`config.mk`:
```
export PLATFORM = sky130hd
export DESIGN_NAME = scoc_ctrl
export DESIGN_NICKNAME = d
export VERILOG_FILES = /design/src/unused_placeholder_none.sv /design/src/scoc_pkg.sv /design/src/scoc_phase_gen.sv /design/src/scoc_ctrl.sv
export SDC_FILE = /design/constraint.sdc
export NUM_CORES = 1
export LEC_CHECK = 0
export ABC_CLOCK_PERIOD_IN_PS = 7740
export BUFFER_PORTS_ARGS = -buffer_cell sky130_fd_sc_hd__clkbuf_2
export CORE_ASPECT_RATIO = 1.4
export CORE_MARGIN = 2
export CORE_UTILIZATION = 50
export CTS_BUF_LIST = sky130_fd_sc_hd__clkbuf_4
export DETAILED_ROUTE_END_ITERATION = 12
export PLACE_DENSITY = 0.69
export SLEW_MARGIN = 20
export SYNTH_ARGS = -nofsm -noshare
export SYNTH_HDL_FRONTEND = slang
export SYNTH_SLANG_ARGS = --single-unit
```
`constraint.sdc`:
```
create_clock -name clk -period 7.74 [get_ports clk]
set_input_delay 0 -clock clk [delete_from_list [all_inputs] [get_ports clk]]
set_output_delay 0 -clock clk [all_outputs]
set_load 0.03 [all_outputs]
```
`src/unused_placeholder_none.sv`:
```
// Spare design file; holds no logic

```
`src/scoc_pkg.sv`:
```
// Constants, register map and types of the storage capacitor output control block
package scoc_pkg;
	// Operating state reported by the system sequencer
	typedef enum logic [1:0] {
		SCOC_STANDBY,
		SCOC_CHARGE,
		SCOC_ACTIVE
	} scoc_state_t;

	// Register indices on the register port
	localparam logic [3:0] ADDR_STATUS     = 4'h0;
	localparam logic [3:0] ADDR_PROF_A     = 4'h7;
	localparam logic [3:0] ADDR_PROF_B     = 4'h8;
	localparam logic [3:0] ADDR_VOUT       = 4'h9;
	localparam logic [3:0] ADDR_CHG_OUT    = 4'ha;
	localparam logic [3:0] ADDR_MARGIN     = 4'hd;

	// Field positions
	localparam int STAT_RDY_BIT    = 0;
	localparam int STAT_ALARM_BIT  = 5;
	localparam int PROF_LSB        = 0;
	localparam int PROF_W          = 6;
	localparam int RSTPF_BIT       = 3;
	localparam int VFIX_LSB        = 4;
	localparam int VSET_LSB        = 0;
	localparam int LEVEL_W         = 4;
	localparam int HIZ_BIT         = 4;
	localparam int ICH_LSB         = 5;
	localparam int ICH_W           = 3;
	localparam int VMIN_LSB        = 0;
	localparam int VMIN_W          = 3;
	localparam int MARG_LSB        = 0;
	localparam int MARG_W          = 2;

	// Reset values, optimizer-off profile code, learned-target floor and profile count
	localparam logic [5:0] PROF_RESET    = 6'h01;
	localparam logic [5:0] PROF_OFF      = 6'h00;
	localparam logic [3:0] VSET_RESET    = 4'h6;
	localparam logic [3:0] VFIX_RESET    = 4'h0;
	localparam logic [1:0] MARG_RESET    = 2'h3;
	localparam logic [2:0] ICH_RESET     = 3'h0;
	localparam logic [2:0] VMIN_RESET    = 3'h0;
	localparam logic [3:0] VOPT_INIT     = 4'hf;
	localparam logic [3:0] VOPT_MIN      = 4'h0;
	localparam int         NUM_PROFILES  = 63;

	// Converter switching timing
	localparam int CLK_PERIOD_NS   = 10;
	localparam int SW_PERIOD_NS    = 1000;
	localparam int SW_PERIOD_CYC   = SW_PERIOD_NS / CLK_PERIOD_NS;
	localparam int SW_CNT_W        = 7;
	localparam logic [SW_CNT_W-1:0] SW_LAST    = SW_CNT_W'(SW_PERIOD_CYC - 1);
	localparam logic [SW_CNT_W-1:0] SW_HALF    = SW_CNT_W'(SW_PERIOD_CYC / 2);
endpackage : scoc_pkg

```
`src/scoc_phase_gen.sv`:
```
// Fixed-frequency switching phase generator for the converter bridge
`timescale 1ns/1ps
module scoc_phase_gen
	import scoc_pkg::*;
(
	input  wire logic clk,
	input  wire logic rst,
	input  wire logic ce,
	input  wire logic restart,
	output logic      primary_q
);
	logic [SW_CNT_W-1:0] cnt_q;

	// One full period every SW_PERIOD_CYC clocks
	always_ff @(posedge clk or posedge rst) begin
		if (rst) begin
			cnt_q <= '0;
		end else if (ce) begin
			if (restart || cnt_q == SW_LAST) begin
				cnt_q <= '0;
			end else begin
				cnt_q <= cnt_q + 1'b1;
			end
		end
	end

	// First half primary, second half secondary
	always_ff @(posedge clk or posedge rst) begin
		if (rst) begin
			primary_q <= 1'b0;
		end else if (ce) begin
			if (restart) begin
				primary_q <= 1'b1;
			end else if (cnt_q == SW_LAST) begin
				primary_q <= 1'b1;
			end else if (cnt_q == SW_HALF - 1'b1) begin
				primary_q <= 1'b0;
			end
		end
	end
endmodule : scoc_phase_gen

```
`src/scoc_ctrl.sv`:
```
// Output alarm, switch routing, converter phasing and optimizer front end
`timescale 1ns/1ps
module scoc_ctrl
	import scoc_pkg::*;
(
	input  wire logic                 clk,
	input  wire logic                 rst,
	input  wire logic                 ce,
	input  wire scoc_pkg::scoc_state_t op_state,
	input  wire logic                 cap_above_precharge,
	input  wire logic                 out_below_target,
	input  wire logic                 cap_above_margin,
	input  wire logic                 cap_below_margin,
	input  wire logic                 reg_wr,
	input  wire logic                 reg_rd,
	input  wire logic [3:0]           reg_addr,
	input  wire logic [7:0]           reg_wdata,
	output logic      [7:0]           reg_rdata,
	output logic                      ready_out,
	output logic                      precharge_switch,
	output logic                      charge_side_switch,
	output logic                      bridge_switch_one,
	output logic                      bridge_switch_two,
	output logic                      bridge_switch_three,
	output logic                      bridge_switch_four,
	output logic                      perm_to_battery,
	output logic                      perm_to_regulated,
	output logic                      regulated_to_battery,
	output logic                      regulated_drive_en,
	output logic      [3:0]           vout_target,
	output logic      [3:0]           learned_charge_target,
	output logic                      optimizer_en,
	output logic      [3:0]           margin_level,
	output logic      [2:0]           charge_current_setting,
	output logic      [2:0]           vmin_setting
);
	typedef enum logic [2:0] {
		CONV_IDLE,
		CONV_BLANK,
		CONV_PRECHARGE,
		CONV_BOOST,
		CONV_BUCK
	} scoc_conv_t;

	scoc_state_t         prev_state_q;
	scoc_conv_t          conv_q;
	scoc_conv_t          conv_d;
	logic                alarm_q;
	logic [PROF_W-1:0]   prof_q;
	logic [LEVEL_W-1:0]  vfix_q;
	logic [LEVEL_W-1:0]  vset_q;
	logic                hiz_q;
	logic [ICH_W-1:0]    ich_q;
	logic [VMIN_W-1:0]   vmin_q;
	logic [MARG_W-1:0]   marg_q;
	logic [LEVEL_W-1:0]  vopt_q [1:NUM_PROFILES];
	logic                primary;
	logic                restart;
	logic                charge_entry;
	logic                active_exit;
	logic                state_change;
	logic                wr_prof_b;
	logic [LEVEL_W-1:0]  cur_vopt;

	// Registered state lags the sequencer by one edge; a mismatch marks a transition
	assign state_change = (op_state != prev_state_q);
	assign charge_entry = state_change && (op_state == SCOC_CHARGE);
	assign active_exit  = state_change && (prev_state_q == SCOC_ACTIVE);
	assign wr_prof_b    = reg_wr && (reg_addr == ADDR_PROF_B);
	assign cur_vopt     = (prof_q == PROF_OFF) ? VOPT_INIT : vopt_q[prof_q];

	always_ff @(posedge clk or posedge rst) begin
		if (rst) begin
			prev_state_q <= SCOC_STANDBY;
		end else if (ce) begin
			prev_state_q <= op_state;
		end
	end

	// Output alarm latch
	always_ff @(posedge clk or posedge rst) begin
		if (rst) begin
			alarm_q <= 1'b0;
		end else if (ce) begin
			if (op_state == SCOC_ACTIVE && out_below_target) begin
				alarm_q <= 1'b1;
			end else if (charge_entry) begin
				alarm_q <= 1'b0;
			end
		end
	end

	// Ready pin low in Standby, low on alarm
	always_ff @(posedge clk or posedge rst) begin
		if (rst) begin
			ready_out <= 1'b0;
		end else if (ce) begin
			ready_out <= (op_state == SCOC_ACTIVE) && !alarm_q
				&& !(out_below_target);
		end
	end

	// Host-written configuration
	always_ff @(posedge clk or posedge rst) begin
		if (rst) begin
			prof_q <= PROF_RESET;
			vfix_q <= VFIX_RESET;
			vset_q <= VSET_RESET;
			hiz_q  <= 1'b0;
			ich_q  <= ICH_RESET;
			vmin_q <= VMIN_RESET;
			marg_q <= MARG_RESET;
		end else if (ce && reg_wr) begin
			case (reg_addr)
				ADDR_PROF_A: begin
					prof_q <= reg_wdata[PROF_LSB +: PROF_W];
				end
				ADDR_PROF_B: begin
					vfix_q <= reg_wdata[VFIX_LSB +: LEVEL_W];
				end
				ADDR_VOUT: begin
					vset_q <= reg_wdata[VSET_LSB +: LEVEL_W];
				end
				ADDR_CHG_OUT: begin
					hiz_q  <= reg_wdata[HIZ_BIT];
					ich_q  <= reg_wdata[ICH_LSB +: ICH_W];
					vmin_q <= reg_wdata[VMIN_LSB +: VMIN_W];
				end
				ADDR_MARGIN: begin
					marg_q <= reg_wdata[MARG_LSB +: MARG_W];
				end
				default: begin
				end
			endcase
		end
	end

	// Register read port
	always_ff @(posedge clk or posedge rst) begin
		if (rst) begin
			reg_rdata <= '0;
		end else if (ce && reg_rd) begin
			reg_rdata <= '0;
			case (reg_addr)
				ADDR_STATUS: begin
					reg_rdata[STAT_ALARM_BIT] <= alarm_q;
					reg_rdata[STAT_RDY_BIT]   <= ready_out;
				end
				ADDR_PROF_A: begin
					reg_rdata[PROF_LSB +: PROF_W] <= prof_q;
				end
				ADDR_PROF_B: begin
					reg_rdata[VFIX_LSB +: LEVEL_W] <= vfix_q;
				end
				ADDR_VOUT: begin
					reg_rdata[VSET_LSB +: LEVEL_W] <= vset_q;
				end
				ADDR_CHG_OUT: begin
					reg_rdata[HIZ_BIT]              <= hiz_q;
					reg_rdata[ICH_LSB +: ICH_W]     <= ich_q;
					reg_rdata[VMIN_LSB +: VMIN_W]   <= vmin_q;
				end
				ADDR_MARGIN: begin
					reg_rdata[MARG_LSB +: MARG_W] <= marg_q;
				end
				default: begin
					reg_rdata <= '0;
				end
			endcase
		end
	end

	// Learned targets, one slot per profile
	always_ff @(posedge clk or posedge rst) begin
		if (rst) begin
			for (int i = 1; i <= NUM_PROFILES; i++) begin
				vopt_q[i] <= VOPT_INIT;
			end
		end else if (ce && prof_q != PROF_OFF) begin
			if (wr_prof_b && reg_wdata[RSTPF_BIT]) begin
				vopt_q[prof_q] <= VOPT_INIT;
			end else if (active_exit) begin
				if (cap_above_margin && cur_vopt != VOPT_MIN) begin
					vopt_q[prof_q] <= cur_vopt - 1'b1;
				end else if (cap_below_margin && cur_vopt != VOPT_INIT) begin
					vopt_q[prof_q] <= cur_vopt + 1'b1;
				end
			end
		end
	end

	// Charge level and optimizer outputs
	always_ff @(posedge clk or posedge rst) begin
		if (rst) begin
			learned_charge_target <= VOPT_INIT;
			optimizer_en          <= 1'b1;
		end else if (ce) begin
			if (prof_q == PROF_OFF) begin
				learned_charge_target <= vfix_q;
				optimizer_en          <= 1'b0;
			end else begin
				learned_charge_target <= cur_vopt;
				optimizer_en          <= 1'b1;
			end
		end
	end

	// Margin and converter settings
	always_ff @(posedge clk or posedge rst) begin
		if (rst) begin
			margin_level           <= {{(LEVEL_W-MARG_W){1'b0}}, MARG_RESET};
			charge_current_setting <= ICH_RESET;
			vmin_setting           <= VMIN_RESET;
			vout_target            <= VSET_RESET;
		end else if (ce) begin
			margin_level           <= {{(LEVEL_W-MARG_W){1'b0}}, marg_q};
			charge_current_setting <= ich_q;
			vmin_setting           <= vmin_q;
			vout_target            <= vset_q;
		end
	end

	// Permanent supply path by state
	always_ff @(posedge clk or posedge rst) begin
		if (rst) begin
			perm_to_battery   <= 1'b1;
			perm_to_regulated <= 1'b0;
		end else if (ce) begin
			perm_to_battery   <= (op_state != SCOC_ACTIVE);
			perm_to_regulated <= (op_state == SCOC_ACTIVE);
		end
	end

	// Regulated pin: battery tie, converter drive, or neither when floating
	always_ff @(posedge clk or posedge rst) begin
		if (rst) begin
			regulated_to_battery <= 1'b1;
			regulated_drive_en   <= 1'b0;
		end else if (ce) begin
			regulated_to_battery <= (op_state != SCOC_ACTIVE) && !hiz_q;
			regulated_drive_en   <= (op_state == SCOC_ACTIVE);
		end
	end

	// Converter mode selection
	always_comb begin
		conv_d = CONV_IDLE;
		case (op_state)
			SCOC_CHARGE: begin
				conv_d = cap_above_precharge ? CONV_BOOST : CONV_PRECHARGE;
			end
			SCOC_ACTIVE: begin
				conv_d = CONV_BUCK;
			end
			default: begin
				conv_d = CONV_IDLE;
			end
		endcase
	end

	// Any mode change passes through one all-open cycle
	always_ff @(posedge clk or posedge rst) begin
		if (rst) begin
			conv_q <= CONV_IDLE;
		end else if (ce) begin
			if (conv_q != CONV_BLANK && conv_d != conv_q) begin
				conv_q <= CONV_BLANK;
			end else begin
				conv_q <= conv_d;
			end
		end
	end

	// Restart so every new mode opens on a full primary half
	assign restart = (conv_q == CONV_BLANK);

	scoc_phase_gen u_phase (
		.clk       (clk),
		.rst       (rst),
		.ce        (ce),
		.restart   (restart),
		.primary_q (primary)
	);

	// Bridge switch drive per mode and phase
	always_ff @(posedge clk or posedge rst) begin
		if (rst) begin
			precharge_switch    <= 1'b0;
			charge_side_switch  <= 1'b0;
			bridge_switch_one   <= 1'b0;
			bridge_switch_two   <= 1'b0;
			bridge_switch_three <= 1'b0;
			bridge_switch_four  <= 1'b0;
		end else if (ce) begin
			precharge_switch    <= 1'b0;
			charge_side_switch  <= 1'b0;
			bridge_switch_one   <= 1'b0;
			bridge_switch_two   <= 1'b0;
			bridge_switch_three <= 1'b0;
			bridge_switch_four  <= 1'b0;
			if (!state_change && conv_d == conv_q) begin
				case (conv_q)
					CONV_PRECHARGE: begin
						precharge_switch <= 1'b1;
					end
					CONV_BOOST: begin
						charge_side_switch  <= primary;
						bridge_switch_three <= primary;
						bridge_switch_two   <= !primary;
						bridge_switch_four  <= !primary;
					end
					CONV_BUCK: begin
						bridge_switch_one   <= 1'b1;
						bridge_switch_four  <= primary;
						bridge_switch_three <= !primary;
					end
					default: begin
					end
				endcase
			end
		end
	end
endmodule : scoc_ctrl

```
==> results of run 1 <==
## per-layer routing
| layer | share of wire (%) | wire length (um) | track usage, % | vias to the layer above |
|---|---|---|---|---|
| li1 | - | - | - | 5387 |
| met1 | 38 | 16110 | 29.97 | 5976 |
| met2 | 51 | 21500 | 44.45 | 525 |
| met3 | 6.3 | 2681 | 4.599 | 150 |
| met4 | 5.3 | 2241 | 14.71 | 0 |
| met5 | 0 | 0 | 0 | - |
## state kept, by name, indices dropped and copies added, names as in the netlist, 4 cells and up
name                   flops
learned_charge_target      4
prof_q                     6
reg_rdata                  8
u_phase.cnt_q              7
vfix_q                     4
vopt_q                   252
vout_target                4
vset_q                     4
## power by group
part	internal, mW	switching, mW
logic	0.401	0.833
registers	2.02	0.170
clock network	0.758	0.686
## critical path, delay by kind of cell, from the launching register on
| family | cells | cell delay [ps] |
|---|---|---|
| buffers and inverters | 4 | 1600 |
| AOI/OAI and AO/OA | 3 | 1010 |
| muxes | 1 | 360 |
| DFF | 1 | 780 |
| and+or+nand+nor | 4 | 1420 |
| adders and majority gates | 1 | 210 |
## path summary, 6_finish.rpt
kind                                               start                        to  slack, ps  cells past startpoint
worst min register to register  optimizer_en$_DFFE_PP1P_  optimizer_en$_DFFE_PP1P_        470                      2
worst max register to register     prof_q[2]$_DFFE_PP0P_   vopt_q[205]$_DFFE_PP1P_       2090                     13
min in group asynchronous                            rst    vopt_q[62]$_DFFE_PP1P_        310                      3
max in group asynchronous                            rst     prof_q[2]$_DFFE_PP0P_       5890                      5
worst min-delay path                        reg_wdata[4]         hiz_q$_DFFE_PP0P_         50                      3
worst max-delay path               prof_q[2]$_DFFE_PP0P_   vopt_q[205]$_DFFE_PP1P_       2090                     13
## metrics by stage
step	std cells	utilization [%]	cell area, sq um
after floorplan	1421	-	16120
after global placement	1792	51.67	16380
after detailed placement	1792	51.67	16380
after CTS	1965	55.93	17730
after global routing	1967	55.95	17730
final	1967	55.95	17730
## layout by cell type, fill, tap and decap left out, types with 5 or more instances in the layout
cell,instances
a211oi_1,5
a21oi_1,263
a221o_1,6
a221oi_1,9
a22o_1,5
a22oi_1,23
and2_1,5
and3_1,7
buf_4,21
clkbuf_2,58
clkbuf_4,124
clkinv_1,14
dfrtp_1,54
dfstp_2,268
dlygate4sd3_1,33
ha_1,7
inv_1,26
mux2_1,78
mux2_2,99
mux2i_1,30
mux4_2,27
nand2_1,117
nand2b_1,13
nand3_1,14
nand3b_1,7
nand4_1,7
nor2_1,102
nor2b_1,8
nor3_1,9
o21ai_0,23
o22ai_1,19
xnor2_1,5
xor2_1,5
## repair_timing
action	in CTS	in global routing
gates resized for setup	0	0
hold endpoints to repair	99	0
hold buffers	33	0
## area by class of cell
cell class	count	share of cell area, %
Multi-Input combinational cell	963	38.66
Clock buffer	124	5.249
Inverter	30	0.6562
Sequential cell	324	47.63
Antenna cell	2	0.02822
Clock inverter	16	0.4939
Timing Repair Buffer	113	4.502
Tap cell	395	2.787
## cells by family (layout without fill, tap and decap cells)
family | after synthesis | count (layout)
XOR/XNOR | 10 | 10
other | 1 | 4
AND/OR/NAND/NOR | 310 | 310
adder cells (fa/ha/maj) | 7 | 7
flip-flops | 324 | 324
AO/OA/AOI/OAI | 400 | 400
multiplexers | 234 | 234
buffers and inverters | 134 | 283
==> impl_metrics.toml, run 1 <==
[final_layout]
ff_latch_area_sq_um = 8446
syn2layout_area_growth_pct = 10.06
multi_input_area_sq_um = 6855
finalNetCount = 1542
fillers = 2686
final_layout_size_suffix_gt1_share_pct = 39.49

[synth]
ys_seq_area_share_pct = 52.40
synth_seq_cells = 324
syn_avg_cell_area_sq_um = 11.35
syn_inst = 1420
synthMostInstantiatedCell = "dfstp_2"
synthMuxAreaShare_pct = 18.01
yosysWarnings = 0
synthXorXnorAreaFrac_pct = 0.5436
synth_compound_area_share_pct = 14.63
synth_top_family_by_area = "multiplexers"
synthAdderAreaFrac_pct = 0.5436
ys.flop_type = "dfstp_2"
synth_largest_area_cell = "dfstp_2"
syn_area_sq_um = 16110
synth_top_area_share_pct = 43.71
synth_area_leaders = "dfstp_2 44%, dfrtp_1 8.7%, a21oi_1 8.2%"
synth_cell_types = 73
netlist_top_cells_count = "268 x dfstp_2, 263 x a21oi_1, 119 x nand2_1"
synthArstFlopShare_pct = 100.0
synth_edf_count = 0
yosys.area_share.simple_pct = 8.690

[die]
rows = 77
fp.dieArea_sq_um = 33690
die_w_um = 155.7
io_pins = 61
start_util_pct = 50.83
fp.coreArea_sq_um = 31700
die_h_um = 216.4

[detailed_routing]
dr_total_vias = 12040
postRouteAntennaNets = 0
dr.pass1.iters = 5
routedWlPerCell_um = 21.62
dr.first_iter.drc_count = 1049
avgViaCountPerCell = 6.120
wl_um = 42540
route.detailed.drc = 0

[place]
gp_congestion = 0.8960
dp_hpwl_um = 27010
pre_cts_ws_ps = 2300
io_buffers = 58

[timing]
hold-worst-slack_ps = 46.60
fmax_mhz = 176.9
tightestPinTransition_ps = 1163
setup_tns_ps = 0
relSlewSlack_pct = 22.28
finClkSkew_ps = 39.61
rsz0062_at_grt = "false"
min_period_ps = 5654
report.final.slew_viol_count = 0
setup_violations = 0
finalCritPeriodShare_pct = 73.05
hold_violations = 0
fin_ws_ps = 2086

[worst_setup_path]
critPathMaxStageDelay_ps = 780
cp_slowest_cell = "dfrtp_2"
path_cells = "buf_4, clkinv_1, and3_1, a211oi_1, o22ai_1, or4_4, inv_2, ha_1, nand4b_1, a311o_2, buf_12, nand2_1, mux2_2"
crit_path_max_fanout = 188
crit_path_start_kind = "flop"
critPathKind = "reg -> reg"
cp_data_arrival_time_ps = 6340
cp-end-kind = "flop"
cp_data_required_time_ps = 8430

[worst_hold_path]
hold_class = "in -> reg"

[global_route]
grt_max_degree = 189
grt_usage_pct = 25.73
grt_pass1_wl_um = 67770
antenna_found_initial = 2
grt_pass1_vias = 12390
gr-total-overflow = 0

[clock_network]
cts_tree = "built"
clk_pin_slew_ps = 70
cts_made_buffers = 80
cts_htree_levels = 3
clock_path_buffers = 3
post_cts_buffers = 0
clk_latency_ps = 770
root_buffer = "clkbuf_4"
cts.sinks = 324

[power]
report.power.total_mw = 4.870
ir_drop_v = 0.0002666
power_density_nw_per_um2 = 274.6
p_leak_nw = 7.224

[run]
cap_violations = 0

[outcome]
status = "finished, final reports clean"
No activity file was read; power rests on OpenSTA's default activity.
==> run 2: changes to the inputs <==
ABC_CLOCK_PERIOD_IN_PS = 4600   (was 7740)
clock period = 4.6 ns   (was 7.74 ns; I/O delays follow)
==> impl_metrics.toml, run 2 (synthesis results as in run 1) <==
[outcome]
status = "finished, final reports clean"

[detailed_routing]
avgViaCountPerCell = 6.151
dr.pass1.iters = 5
route.detailed.drc = 0
dr_total_vias = 12330
dr.first_iter.drc_count = 1098
wl_um = 44320
postRouteAntennaNets = 0
routedWlPerCell_um = 22.11

[timing]
rsz0062_at_grt = "false"
report.final.slew_viol_count = 0
tightestPinTransition_ps = 1061
fmax_mhz = 225.6
min_period_ps = 4433
setup_violations = 0
hold-worst-slack_ps = 61.19
finalCritPeriodShare_pct = 96.36
hold_violations = 0
relSlewSlack_pct = 29.04
finClkSkew_ps = 67.15
setup_tns_ps = 0

[worst_hold_path]
hold_start = "reg_wdata[7]"
hold_end = "ich_q[2]$_DFFE_PP0P_"
whs_path_depth = 3
hold_class = "in -> reg"

[clock_network]
clk_pin_slew_ps = 70
cts_tree = "built"
cts_made_buffers = 79
root_buffer = "clkbuf_4"
post_cts_buffers = 0
cts_resized = 0
clock_path_buffers = 3
clk_latency_ps = 780
cts_htree_levels = 3
cts.sinks = 324

[die]
fp.coreArea_sq_um = 31700
rows = 77
fp.dieArea_sq_um = 33690
start_util_pct = 50.83
die_w_um = 155.7
io_pins = 61
die_h_um = 216.4

[power]
p_comb_share_pct = 27.4
clock_power_share_pct = 28.4
switching_share_pct = 34.62
p_sw_mw = 2.895
p_seq_share_pct = 44.2
power_density_nw_per_um2 = 460.3
p_leak_nw = 7.452
intPower_mw = 5.467
ir_drop_v = 0.0004548

[final_layout]
final_layout_size_suffix_gt1_share_pct = 40.73
finalNetCount = 1585
syn2layout_area_growth_pct = 12.74
fillers = 2633
final_cell_mix = "268 x dfstp_2, 263 x a21oi_1, 119 x clkbuf_4"
largestRegisters = "vopt_q: 252 flops, reg_rdata: 8 flops, u_phase.cnt_q: 7 flops"
final_common_cell = "dfstp_2"
largest_register_ff_count = 252
largest-register = "vopt_q"
fin_util_pct = 57.31

[global_route]
antenna_found_initial = 2
grt_pass1_vias = 12780
grt_max_degree = 161
grt_pass1_wl_um = 70450
gr-total-overflow = 0
grt_usage_pct = 26.74

[worst_setup_path]
r2r_cells = 12
critical_path.startpoint = "prof_q[1]$_DFFE_PP0P_"
cp_data_arrival_time_ps = 5110
crit_path_start_kind = "flop"
crit_path_max_fanout = 23
r2r_slack_ps = 170
cp-end-kind = "flop"
regToRegStartpoint = "prof_q[1]$_DFFE_PP0P_"
critPathKind = "reg -> reg"
cp_data_required_time_ps = 5280
reg2reg_to = "vopt_q[54]$_DFFE_PP1P_"

[place]
io_buffers = 58
gp_congestion = 0.9644
dp_hpwl_um = 28680

[run]
cap_violations = 0
==> run 2: per-layer routing <==
layer / wire (um) / vias to the layer above / global-route usage (%)
met5: 0 / - / 0
met4: 2807 / 0 / 17.55
met3: 2811 / 175 / 5.479
met2: 21840 / 551 / 45.13
met1: 16850 / 6141 / 30.67
li1: - / 5460 / -
==> run 2: area by class of cell <==
class / count / area [sq um] / area share [%]
clock inverter: 15 / 82.58 / 0.4546
inverter: 30 / 116.4 / 0.6406
tap: 395 / 494.2 / 2.721
clock buffer: 119 / 893.4 / 4.918
antenna: 1 / 2.502 / 0.01378
timing repair buffer: 157 / 1276 / 7.026
multi-input combinational: 963 / 6854 / 37.73
sequential: 324 / 8446 / 46.49
==> run 2: timing repair <==
action / in CTS / in global routing
hold buffers: 37 / 0
endpoints found under the setup margin: 0 / 0
hold endpoints to repair: 193 / 0
==> run 2: how the worst max path moves through the flow <==
| stage | cells after the start | end | slack, ps |
|---|---|---|---|
| 5_1_grt | 13 | vopt_q[62]$_DFFE_PP1P_ | 80 |
| 3_5_place_dp | 13 | vopt_q[46]$_DFFE_PP1P_ | 290 |
| 3_3_place_gp | 14 | vopt_q[38]$_DFFE_PP1P_ | 310 |
| 2_1_floorplan | 1 | alarm_q$_DFFE_PP0P_ | 500 |
| 4_1_cts | 13 | vopt_q[54]$_DFFE_PP1P_ | 290 |
| 6_report | 12 | vopt_q[54]$_DFFE_PP1P_ | 170 |
==> run 2: power groups by stage <==
stage	registers, mW	clock network, mW	logic (mW)
4_1_cts	3.68	2.44	2.25
5_1_grt	3.73	2.59	2.44
3_5_place_dp	3.72	0	2.22
6_report	3.70	2.38	2.29
3_3_place_gp	3.71	0	2.19
2_1_floorplan	3.69	0	1.43
==> run 2: worst max-delay path, stage by stage (launching register included) <==
cell	delay [ps]
dfrtp_2	710
buf_12	250
mux4_2	510
o211a_1	260
nor4_1	450
nand4_1	230
ha_1	240
inv_1	110
and2_1	140
o22ai_1	110
nor3_4	860
buf_4	360
a21oi_1	90
==> run 2: through the flow <==
stage / setup WS (ps) / std cells / power (mW) / cell area, sq um
after floorplan: 496.1 / 1421 / 5.112 / 16120
after global placement: 305.1 / 1832 / 5.903 / 16820
after detailed placement: 288.3 / 1832 / 5.940 / 16820
after CTS: 288.5 / 2003 / 8.379 / 18160
after global routing: 80.95 / 2004 / 8.767 / 18160
final: 167.3 / 2004 / 8.361 / 18160
==> run 3: changes to the inputs <==
CORE_UTILIZATION = 58   (was 50)
PLACE_DENSITY = 0.78   (was 0.69)
==> impl_metrics.toml, run 3 (synthesis results as in run 1) <==
[detailed_routing]
wl_um = 43630
route.detailed.drc = 0
dr_total_vias = 12350
avgViaCountPerCell = 6.299
dr.first_iter.drc_count = 1296
dr.pass1.iters = 8
met1_length_um = 15640
dr_wl_met2_um = 21460
met3_length_um = 3150
highest_layer = "met4"
routedWlPerCell_um = 22.25
postRouteAntennaNets = 0

[run]
cap_violations = 0

[final_layout]
fin_area_sq_um = 17930
largestRegisters = "vopt_q: 252 flops, reg_rdata: 8 flops, u_phase.cnt_q: 7 flops"
final_cell_mix = "268 x dfstp_2, 263 x a21oi_1, 119 x nand2_1"
syn2layout_area_growth_pct = 11.28
final_common_cell = "dfstp_2"
largest-register = "vopt_q"
finalNetCount = 1567
final_layout_size_suffix_gt1_share_pct = 40.55
largest_register_ff_count = 252
fillers = 2001

[clock_network]
root_buffer = "clkbuf_4"
cts_resized = 0
cts_htree_levels = 3
cts_tree = "built"
cts_made_buffers = 74
clock_path_buffers = 3
cts.sinks = 324
clk_pin_slew_ps = 70
clk_latency_ps = 720

[power]
ir_drop_v = 0.0003847
p_leak_nw = 7.355
power_density_nw_per_um2 = 453.6

[global_route]
grt_pass1_wl_um = 68240
gr-total-overflow = 0
grt_usage_pct = 30.35
grt_pass1_vias = 12760
grt_max_degree = 174
antenna_found_initial = 2

[place]
dp_hpwl_um = 28940
io_buffers = 58
place_area_sq_um = 16710
pre_cts_ws_ps = 89.19
gp_congestion = 0.9675

[worst_setup_path]
path_cells = "buf_12, buf_12, mux4_2, nor2_1, a311o_1, o211ai_1, or4_4, inv_2, ha_1, nand4b_1, a311o_2, buf_12, nand2_1, mux2_2"
path_common_cell = "buf_12"
critPathKind = "reg -> reg"
crit_path_start_kind = "flop"
cp_slowest_cell = "dfrtp_2"
cp_data_required_time_ps = 5230
cp_data_arrival_time_ps = 5000
crit_path_max_fanout = 110
cp-end-kind = "flop"
regToRegStartpoint = "prof_q[1]$_DFFE_PP0P_"
critical_path.startpoint = "prof_q[1]$_DFFE_PP0P_"
critPathMaxStageDelay_ps = 620

[timing]
tightestPinTransition_ps = 1024
fin_ws_ps = 227.4
setup_tns_ps = 0
min_period_ps = 4373
rsz0062_at_grt = "false"
report.final.slew_viol_count = 0
relSlewSlack_pct = 31.76
finClkSkew_ps = 36.28
setup_violations = 0
hold_violations = 0
finalCritPeriodShare_pct = 95.06
fmax_mhz = 228.7

[die]
die_h_um = 201.2
die_w_um = 144.9
fp.coreArea_sq_um = 27480
start_util_pct = 58.64
rows = 72
io_pins = 61
fp.dieArea_sq_um = 29150

[worst_hold_path]
hold_class = "in -> reg"
hold_start = "cap_below_margin"

[outcome]
status = "finished, final reports clean"
==> run 3: per-layer routing <==
layer | up-vias | global-route usage, %
met4 | 0 | 21.64
met1 | 6075 | 34.65
met5 | - | 0
met3 | 222 | 6.497
li1 | 5410 | -
met2 | 646 | 49.85
==> run 3: path summary, 6_finish.rpt <==
check / to / slack, ps / cells after the start
min in group asynchronous: vout_target[0]$_DFFE_PP0P_ / 150 / 4
min reg2reg: perm_to_battery$_DFFE_PP1P_ / 470 / 2
min: vopt_q[242]$_DFFE_PP1P_ / 6 / 4
max: vopt_q[16]$_DFFE_PP1P_ / 230 / 14
max reg2reg: vopt_q[16]$_DFFE_PP1P_ / 230 / 14
max in group asynchronous: u_phase.cnt_q[2]$_DFFE_PP0P_ / 3730 / 4
==> run 3: power by group <==
part | leakage [nW] | switching (mW) | internal [mW]
logic | 3.30 | 1.41 | 0.780
clock network | 0.555 | 1.11 | 1.12
registers | 3.50 | 0.302 | 3.40
==> run 3: repair_timing <==
item	in CTS	in global routing
hold buffers	29	0
buffers inserted	0	0
hold endpoints to repair	161	0
==> run 3: area by class of cell <==
cell class | count | area, sq um | area share [%]
clock inverter | 13 | 51.30 | 0.2861
multi-input combinational | 963 | 6849 | 38.20
timing repair buffer | 144 | 1141 | 6.364
sequential | 324 | 8446 | 47.10
tap | 370 | 462.9 | 2.582
inverter | 30 | 116.4 | 0.6490
antenna | 3 | 7.507 | 0.04187
clock buffer | 114 | 855.8 | 4.773
==> run 3: stage by stage <==
| step | hold slack (ps) | utilization, % | power (mW) | instances |
|---|---|---|---|---|
| floorplan | 109.0 | - | 5.112 | 1421 |
| global placement | 222.3 | 60.82 | 5.796 | 1801 |
| detailed placement | 230.5 | 60.82 | 5.862 | 1801 |
| CTS | 26.97 | 65.17 | 8.119 | 1957 |
| global route | 20.97 | 65.26 | 8.510 | 1961 |
| finish | 5.891 | 65.26 | 8.133 | 1961 |
==> run 3: critical path: cells and delay by family (launching register included) <==
kind / cells / cell delay (ps)
and+or+nand+nor: 4 / 1030
muxes: 2 / 830
adders and majority gates: 1 / 210
buffers and inverters: 4 / 710
DFF: 1 / 620
AOI/OAI and AO/OA: 3 / 790
